**src/include/adc_pkg.sv**
```systemverilog
// package: timing constants, pin widths and state types for the dram controller
package adc_pkg;
   // ***************************************
   // clock and pin widths
   // ***************************************
   localparam int unsigned CLK_NS       = 40;       // ref_clk_i period
   localparam int unsigned ADDR_W       = 11;       // mux_address width
   localparam int unsigned DATA_W       = 4;        // data_pins width
   localparam int unsigned ROW_W        = 11;       // row part of a word address
   localparam int unsigned COL_W        = 11;       // column part of a word address
   localparam int unsigned WORD_ADDR_W  = ROW_W + COL_W;
   // ***************************************
   // documented times, in their own units
   // ***************************************
   localparam int unsigned T_PAUSE_US   = 200;      // power-up pause
   localparam int unsigned T_REF_MS     = 32;       // refresh period
   localparam int unsigned REF_CYCLES   = 2048;     // refreshes per period
   localparam int unsigned INIT_REFS    = 8;        // refreshes after the pause
   localparam int unsigned T_RAS_MIN_NS = 65;       // row strobe low, test-mode figure
   localparam int unsigned T_RAS_MAX_NS = 10000;    // row strobe low, most
   localparam int unsigned T_RP_NS      = 40;       // row precharge
   localparam int unsigned T_RCD_NS     = 20;       // row to column strobe
   localparam int unsigned T_CAS_NS     = 20;       // column strobe low, test-mode figure
   localparam int unsigned T_CSR_NS     = 5;        // column before row set-up
   localparam int unsigned T_CHR_NS     = 10;       // column before row hold
   localparam int unsigned T_CPT_NS     = 20;       // counter test column precharge
   localparam int unsigned T_WTS_NS     = 10;       // write enable set-up, test entry
   localparam int unsigned T_WTH_NS     = 10;       // write enable hold, test entry
   // ***************************************
   // derived cycle counts (least rounds up, longest rounds down)
   // ***************************************
   function automatic int unsigned cyc_up(input int unsigned ns);
      int unsigned c;
      c = (ns + CLK_NS - 1) / CLK_NS;
      return (c < 1) ? 1 : c;
   endfunction
   localparam int unsigned RAS_CYC  = cyc_up(T_RAS_MIN_NS);
   localparam int unsigned RAS_MAXC = T_RAS_MAX_NS / CLK_NS;
   localparam int unsigned RP_CYC   = cyc_up(T_RP_NS);
   localparam int unsigned RCD_CYC  = cyc_up(T_RCD_NS);
   localparam int unsigned CAS_CYC  = cyc_up(T_CAS_NS);
   localparam int unsigned CSR_CYC  = cyc_up(T_CSR_NS);
   localparam int unsigned CHR_CYC  = cyc_up(T_CHR_NS);
   localparam int unsigned CPT_CYC  = cyc_up(T_CPT_NS);
   localparam int unsigned WTS_CYC  = cyc_up(T_WTS_NS);
   localparam int unsigned WTH_CYC  = cyc_up(T_WTH_NS);
   localparam int unsigned PAUSE_CYC_DEF = T_PAUSE_US * 1000 / CLK_NS;
   // refresh spacing: period divided over the refresh count, rounded down
   localparam int unsigned REF_GAP_DEF = T_REF_MS * 1000000 / CLK_NS / REF_CYCLES;
   localparam int unsigned CNT_W = 16;             // width of the timing counter
   // ***************************************
   // state and command types
   // ***************************************
   typedef enum logic [1:0] {
      ADC_OP_READ, ADC_OP_WRITE, ADC_OP_TEST
   } adc_op_t;
   typedef enum {
      ADC_PAUSE, ADC_INIT, ADC_IDLE, ADC_ROW, ADC_COL, ADC_HOLD, ADC_PRE,
      ADC_CBR_SET, ADC_CBR_LOW, ADC_TM_SET, ADC_TM_HOLD
   } adc_state_t;
endpackage : adc_pkg

```
**src/include/adc_tick_if.sv**
```systemverilog
// interface: refresh-due handshake between the refresh timer and the sequencer
interface adc_tick_if;
   logic due;    // a refresh is owed
   logic taken;  // sequencer starts one refresh
   modport timer (output due, input taken);
   modport seq   (input due, output taken);
endinterface : adc_tick_if

```
**src/hdl/adc_ref_timer.sv**
```systemverilog
// refresh timer: paces refreshes so all rows are covered each period
module adc_ref_timer import adc_pkg::*; #(
   parameter int unsigned REF_GAP = REF_GAP_DEF
) (
   // clock and reset
   input  wire logic ref_clk_i,
   input  wire logic reset_i,
   // handshake toward the sequencer
   adc_tick_if.timer tick
);
   logic [CNT_W-1:0] gap;       // cycles since the last request
   logic [CNT_W-1:0] next_gap;
   logic [3:0]       owed;      // refreshes owed, saturating
   logic [3:0]       next_owed;
   // ***************************************
   // next value
   // ***************************************
   // owed refreshes are counted so a long access does not lose one
   always_comb begin
      next_gap  = gap + 16'h0001;
      next_owed = owed;
      if (gap >= CNT_W'(REF_GAP - 1)) begin
         next_gap = '0;
         if (owed != 4'hF) next_owed = owed + 4'h1;
      end
      if (tick.taken && next_owed != 4'h0) next_owed = next_owed - 4'h1;
   end
   // ***************************************
   // registers
   // ***************************************
   always_ff @(posedge ref_clk_i or posedge reset_i) begin
      if (reset_i) begin
         gap  <= '0;
         owed <= 4'h0;
      end else begin
         gap  <= next_gap;
         owed <= next_owed;
      end
   end
   assign tick.due = (owed != 4'h0);
endmodule : adc_ref_timer

```
**src/hdl/adc_dram_ctrl.sv**
```systemverilog
// dram controller: drives strobes, address and data of a multiplexed dynamic memory
module adc_dram_ctrl import adc_pkg::*; #(
   parameter int unsigned PAUSE_CYC = PAUSE_CYC_DEF,
   parameter int unsigned REF_GAP   = REF_GAP_DEF
) (
   // clock and reset
   input  wire logic                   ref_clk_i,
   input  wire logic                   reset_i,
   // user request
   input  wire logic                   req_i,
   input  wire logic [1:0]             req_op_i,
   input  wire logic [WORD_ADDR_W-1:0] req_addr_i,
   input  wire logic [DATA_W-1:0]      req_wdata_i,
   output logic                        req_ready_o,
   output logic                        rd_valid_o,
   output logic [DATA_W-1:0]           rd_data_o,
   output logic                        init_done_o,
   output logic                        test_mode_o,
   // memory pins
   output logic                        ras_n_o,
   output logic                        cas_n_o,
   output logic                        we_n_o,
   output logic                        oe_n_o,
   output logic [ADDR_W-1:0]           mux_address_o,
   input  wire logic [DATA_W-1:0]      data_pins_i,
   output logic [DATA_W-1:0]           data_pins_o,
   output logic                        data_pins_oe_o
);
   adc_tick_if tick ();
   adc_ref_timer #(.REF_GAP(REF_GAP)) u_timer (
      .ref_clk_i (ref_clk_i),
      .reset_i   (reset_i),
      .tick      (tick.timer)
   );
   adc_state_t           st, next_st;            // sequencer state
   logic [CNT_W-1:0]     cnt, next_cnt;          // cycles in the current state
   logic [3:0]           nref, next_nref;        // initial refreshes done
   adc_op_t              op, next_op;            // latched operation
   logic [WORD_ADDR_W-1:0] addr, next_addr;      // latched address
   logic [DATA_W-1:0]    wdat, next_wdat;        // latched write data
   logic                 ras_n, next_ras_n;
   logic                 cas_n, next_cas_n;
   logic                 we_n, next_we_n;
   logic                 oe_n, next_oe_n;
   logic [ADDR_W-1:0]    ma, next_ma;
   logic                 doe, next_doe;
   logic                 rdy, next_rdy;
   logic                 rv, next_rv;
   logic [DATA_W-1:0]    rd, next_rd;
   logic                 init, next_init;
   logic                 tm, next_tm;
   logic                 take;
   // ***************************************
   // sequencer next value
   // ***************************************
   // every timed state waits until cnt reaches its count then moves on;
   // the test-mode figures are used always, so entering test mode needs
   // no retiming of later cycles
   always_comb begin
      next_st = st; next_cnt = cnt + 16'h0001; next_nref = nref;
      next_op = op; next_addr = addr; next_wdat = wdat;
      next_ras_n = ras_n; next_cas_n = cas_n; next_we_n = we_n; next_oe_n = oe_n;
      next_ma = ma; next_doe = doe; next_rdy = 1'b0; next_rv = 1'b0;
      next_rd = rd; next_init = init; next_tm = tm; take = 1'b0;
      case (st)
         ADC_PAUSE: begin
            if (cnt >= CNT_W'(PAUSE_CYC - 1)) begin
               next_st = ADC_CBR_SET; next_cnt = '0; next_cas_n = 1'b0;
            end
         end
         ADC_INIT: begin
            // counter refreshes suit initialisation with the internal counter
            next_cnt = '0;
            if (nref >= 4'(INIT_REFS)) begin
               next_st = ADC_IDLE; next_init = 1'b1; next_rdy = 1'b1;
            end else begin
               next_st = ADC_CBR_SET; next_cas_n = 1'b0;
            end
         end
         ADC_IDLE: begin
            next_cnt = '0; next_rdy = 1'b1;
            if (tick.due) begin
               take = 1'b1; next_rdy = 1'b0; next_st = ADC_CBR_SET; next_cas_n = 1'b0;
            end else if (req_i) begin
               next_rdy = 1'b0; next_op = adc_op_t'(req_op_i);
               next_addr = req_addr_i; next_wdat = req_wdata_i;
               next_ma = req_addr_i[WORD_ADDR_W-1 -: ROW_W];
               // test entry puts write enable low ahead of the row strobe
               if (adc_op_t'(req_op_i) == ADC_OP_TEST) begin
                  next_st = ADC_TM_SET; next_we_n = 1'b0; next_cas_n = 1'b0;
               end else next_st = ADC_ROW;
            end
         end
         ADC_ROW: begin
            next_ras_n = 1'b0; next_st = ADC_COL; next_cnt = '0;
         end
         ADC_COL: begin
            // column strobe comes after the minimum delay; later it would only
            // move the access onto the column path
            if (cnt >= CNT_W'(RCD_CYC - 1)) begin
               next_ma = addr[COL_W-1:0]; next_cnt = '0; next_st = ADC_HOLD;
               if (op == ADC_OP_WRITE) begin
                  // write enable and data settle a cycle before column fall
                  next_we_n = 1'b0; next_doe = 1'b1;
               end else next_oe_n = 1'b0;
            end
         end
         ADC_HOLD: begin
            if (cnt == '0) next_cas_n = 1'b0;
            if (cnt >= CNT_W'(CAS_CYC + 1) && cnt >= CNT_W'(RAS_CYC - RCD_CYC)) begin
               if (op == ADC_OP_READ) begin
                  next_rv = 1'b1; next_rd = data_pins_i;
               end
               next_ras_n = 1'b1; next_cas_n = 1'b1; next_we_n = 1'b1;
               next_oe_n = 1'b1; next_doe = 1'b0; next_cnt = '0; next_st = ADC_PRE;
            end
         end
         ADC_PRE: begin
            if (cnt >= CNT_W'(RP_CYC + CPT_CYC - 1)) begin
               next_cnt = '0;
               next_st = init ? ADC_IDLE : ADC_INIT;
               next_rdy = init && !tick.due;
            end
         end
         ADC_CBR_SET: begin
            // column was lowered last cycle; address pins are left alone
            if (cnt >= CNT_W'(CSR_CYC - 1)) begin
               next_ras_n = 1'b0; next_cnt = '0; next_st = ADC_CBR_LOW;
            end
         end
         ADC_CBR_LOW: begin
            if (cnt == CNT_W'(CHR_CYC)) next_cas_n = 1'b1;
            if (cnt >= CNT_W'(RAS_CYC - 1) && cnt >= CNT_W'(CHR_CYC)) begin
               next_ras_n = 1'b1; next_cas_n = 1'b1; next_cnt = '0; next_st = ADC_PRE;
               if (!init) next_nref = nref + 4'h1;
            end
         end
         ADC_TM_SET: begin
            if (cnt >= CNT_W'(WTS_CYC - 1)) begin
               next_ras_n = 1'b0; next_cnt = '0; next_st = ADC_TM_HOLD;
            end
         end
         ADC_TM_HOLD: begin
            if (cnt >= CNT_W'(WTH_CYC)) next_we_n = 1'b1;
            if (cnt >= CNT_W'(RAS_CYC - 1) && cnt > CNT_W'(WTH_CYC)) begin
               next_ras_n = 1'b1; next_cas_n = 1'b1; next_tm = 1'b1;
               next_cnt = '0; next_st = ADC_PRE;
            end
         end
         default: begin
            next_st = ADC_PAUSE; next_cnt = '0;
         end
      endcase
   end
   assign tick.taken = take;
   // ***************************************
   // registers
   // ***************************************
   always_ff @(posedge ref_clk_i or posedge reset_i) begin
      if (reset_i) begin
         st <= ADC_PAUSE; cnt <= '0; nref <= 4'h0; op <= ADC_OP_READ;
         addr <= '0; wdat <= '0; ras_n <= 1'b1; cas_n <= 1'b1; we_n <= 1'b1;
         oe_n <= 1'b1; ma <= '0; doe <= 1'b0; rdy <= 1'b0; rv <= 1'b0;
         rd <= '0; init <= 1'b0; tm <= 1'b0;
      end else begin
         st <= next_st; cnt <= next_cnt; nref <= next_nref; op <= next_op;
         addr <= next_addr; wdat <= next_wdat; ras_n <= next_ras_n;
         cas_n <= next_cas_n; we_n <= next_we_n; oe_n <= next_oe_n; ma <= next_ma;
         doe <= next_doe; rdy <= next_rdy; rv <= next_rv; rd <= next_rd;
         init <= next_init; tm <= next_tm;
      end
   end
   assign ras_n_o = ras_n; assign cas_n_o = cas_n; assign we_n_o = we_n;
   assign oe_n_o = oe_n; assign mux_address_o = ma; assign data_pins_o = wdat;
   assign data_pins_oe_o = doe; assign req_ready_o = rdy; assign rd_valid_o = rv;
   assign rd_data_o = rd; assign init_done_o = init; assign test_mode_o = tm;
   // ***************************************
   // checks
   // ***************************************
   logic [CNT_W-1:0] ras_low;  // cycles with row strobe low
   always_ff @(posedge ref_clk_i or posedge reset_i) begin
      if (reset_i) ras_low <= '0;
      else ras_low <= ras_n ? '0 : ras_low + 16'h0001;
   end
endmodule : adc_dram_ctrl

```
**config.mk**
```make
export PLATFORM = sky130hd
export DESIGN_NAME = adc_dram_ctrl
export DESIGN_NICKNAME = d
export VERILOG_FILES = /design/src/include/adc_pkg.sv /design/src/include/adc_tick_if.sv /design/src/hdl/adc_ref_timer.sv /design/src/hdl/adc_dram_ctrl.sv
export SDC_FILE = /design/constraint.sdc
export NUM_CORES = 1
export LEC_CHECK = 0
export BUFFER_PORTS_ARGS = -buffer_cell sky130_fd_sc_hd__buf_2
export CAP_MARGIN = 0
export CORE_MARGIN = 1.5
export CORE_UTILIZATION = 56
export DETAILED_ROUTE_END_ITERATION = 8
export HOLD_SLACK_MARGIN = 0.05
export PLACE_DENSITY_LB_ADDON = 0.08
export SKIP_CTS_REPAIR_TIMING = 1
export SKIP_LAST_GASP = 1
export SYNTH_ARGS = -nofsm -noshare
export SYNTH_HDL_FRONTEND = slang
export SYNTH_HIERARCHICAL = 1
export SYNTH_SLANG_ARGS = --single-unit
```
**constraint.sdc**
```tcl
create_clock -name ref_clk_i -period 2.98 [get_ports ref_clk_i]
set_clock_uncertainty 0.1 [all_clocks]
set_input_delay 0.149 -clock ref_clk_i [delete_from_list [all_inputs] [get_ports ref_clk_i]]
set_output_delay 0.149 -clock ref_clk_i [all_outputs]
set_load 0.005 [all_outputs]
```
==> results.toml <==
[run_status]
outcome = "finished with violations"
violations = "negative hold slack"

[synthesis]
ys.flop_type = "dfrtp_1"
synthCells = 404
syn_area_mm2 = 0.00430
synthMuxAreaShare = 0.106
synth_edf_count = 0
synth-adder-area-share = 0.0349
ys_ff_latch = 85
syn_avg_cell_area_um2 = 10.6
synthTopCellsByCount = "81 x dfrtp_1, 40 x nor2_1, 31 x nand2_1, 24 x o21ai_0, 16 x mux2_2"
async_flop_share = 1.00
synthXorXnorAreaFrac = 0.0448
synth_area_leaders = "dfrtp_1 47%, mux2_2 4.2%, ha_1 3.5%"
synth-simple-area-share = 0.184
synth_top_family_by_area = "simple AND/OR/NAND/NOR gates"
yosysWarnings = 6
netlist-cell-type-count = 60
synth_area_leader_cell = "dfrtp_1"
yosysSeqAreaShare = 0.496
yosysMostFrequentCell = "dfrtp_1"
synth_top_area_share = 0.471
synth_compound_area_frac = 0.0966

[routing]
wl_per_cell_um = 14.8
drcViolationCount = 0
postRouteAntennaNets = 0
via_count = 3330
drtIter0Drc = 149
drtPass1Iterations = 4
drt-vias-per-instance = 5.44
routed_wl_um = 9060

[clock_network]
clock-sinks = 85
clk_latency_ps = 370
cts_tree = "built"
clockBufferDepth = 2
cts_buffers = 9
clock-root-buffer = "clkbuf_8"
h-tree-depth = 3
clk_pin_slew_ps = 90

[timing]
fmax_ghz = 0.368
period_share = 0.913
rsz0062_at_grt = "no"
setup_viol = 0
hold_slack_ps = -17.9
slew_headroom = 0.297
finalSetupTns_ps = 0
worst_pin_slew_ps = 1050
finalMaxSlewViolations = 0
period_needed_ps = 2720
hold_viol = 1

[pwr]
power.leakage_nw = 2.51
power.density_mw_per_mm2 = 740
ir_drop_v = 0.000349

[flow_run]
drv_cap = 0

[global_route]
grt_max_degree = 29
grt_pass1_wl_um = 14400
antenna_found_initial = 0
grt_overflow = 0
grt_pass1_vias = 3156
track_usage = 0.218

[die]
die_w_um = 90.6
chipHeight_um = 90.6
core-area_mm2 = 0.00733
fp-row-count = 31
start_util = 0.586
io_pins = 63
die_area_mm2 = 0.00821

[final_layout]
layout.core_utilization = 0.717
drive_above_1_share = 0.253
antenna_cells = 0
finish.net_count = 555
fillCellCount = 534
synthToLayoutAreaGrowth_pct = 22.3
layoutNonFillerInstCount = 612

[placed_design]
numPortBuffers = 62
dp_hpwl_um = 5910
post-place-cells = 565
gp_routability_congestion = 0.897

[setup_path]
path_max_fanout = 15
required_ps = 3140
cp-end-kind = "register"
crit_arrival_ps = 2880
cp-start-kind = "register"
ff2ff_setup_slack_ps = 260
worstSetupPathType = "reg2reg"

[hold_path]
min_path_type = "in2reg"
-- critical path: stages (launching register included) --
cell and delay (ps):
dfrtp_1 420, inv_1 80, ha_1 210, nor2b_1 220
nor2_1 240, nor2_1 100, a211oi_2 890, mux2_4 350
-- power by group --
group          total, W  switching (W)  internal (W)
logic           0.00135       0.000670      0.000681
registers       0.00170       0.000261       0.00144
clock network  0.000844       0.000445      0.000398
total           0.00389        0.00138       0.00252
-- worst paths after layout --
check | from | endpoint | cells after the start
worst max register to register | cnt[0]$_DFF_PP0_ | st[2]$_DFFE_PP0P_ | 7
worst max-delay path | cnt[0]$_DFF_PP0_ | st[2]$_DFFE_PP0P_ | 7
max in group asynchronous | reset_i | cas_n_o$_DFFE_PP1P_ | 4
min in group asynchronous | reset_i | rd_data_o[1]$_DFFE_PP0P_ | 3
worst min-delay path | req_addr_i[17] | mux_address_o[6]$_DFFE_PP0P_ | 3
worst min register to register | test_mode_o$_DFFE_PP0P_ | test_mode_o$_DFFE_PP0P_ | 1
-- metal layers --
metal / track usage / vias to the layer above / part of all wire
li1: - / 1608 / -
met1: 0.284 / 1614 / 0.44
met2: 0.357 / 90 / 0.50
met3: 0.0404 / 18 / 0.044
met4: 0.0926 / 0 / 0.015
met5: 0 / - / 0
-- area by class of cell --
type / count / area, um2 / share of cell area
clock buffers: 9 / 124 / 0.0236
clock inverters: 7 / 82.6 / 0.0157
inverters: 15 / 56.3 / 0.0107
multi-input cells: 294 / 2040 / 0.389
flip-flops and latches: 85 / 2130 / 0.405
well taps: 99 / 124 / 0.0236
repair buffers: 103 / 696 / 0.132
-- kinds of logic after synthesis --
family / count (synthesis)
buffers and inverters: 33
AOI/OAI and AO/OA: 63
muxes: 40
adders and majority gates: 12
DFF: 85
xor gates and xnor gates: 22
and+or+nand+nor: 147
other: 2
-- registers in the layout, summed over array words and instances, names as in the netlist, 2 cells and up --
register,flops
addr,11
cnt,16
data_pins_o,4
mux_address_o,11
nref,4
op,2
rd_data_o,4
st,4
u_timer/gap,16
u_timer/owed,4
-- per-stage QoR --
stage | total power (W) | cell area, um2 | setup slack (ps)
2_1_floorplan | 0.00260 | 4330 | 553
3_3_place_gp | 0.00296 | 4740 | 378
3_5_place_dp | 0.00301 | 4740 | 286
4_1_cts | 0.00386 | 4950 | 266
5_1_grt | 0.00415 | 5260 | 44.6
6_report | 0.00389 | 5260 | 259
-- cells in the final DEF, fill, tap and decap left out, types with 11 or more instances in the layout --
cell type / instances
dfrtp_1: 81
buf_2: 62
nor2_1: 40
nand2_1: 31
dlygate4sd3_1: 31
o21ai_0: 24
mux2_2: 16
mux2i_1: 15
inv_1: 14
a21oi_1: 13
xnor2_1: 12
ha_1: 12
nand3_1: 11
No activity file was read; power rests on OpenSTA's default activity.
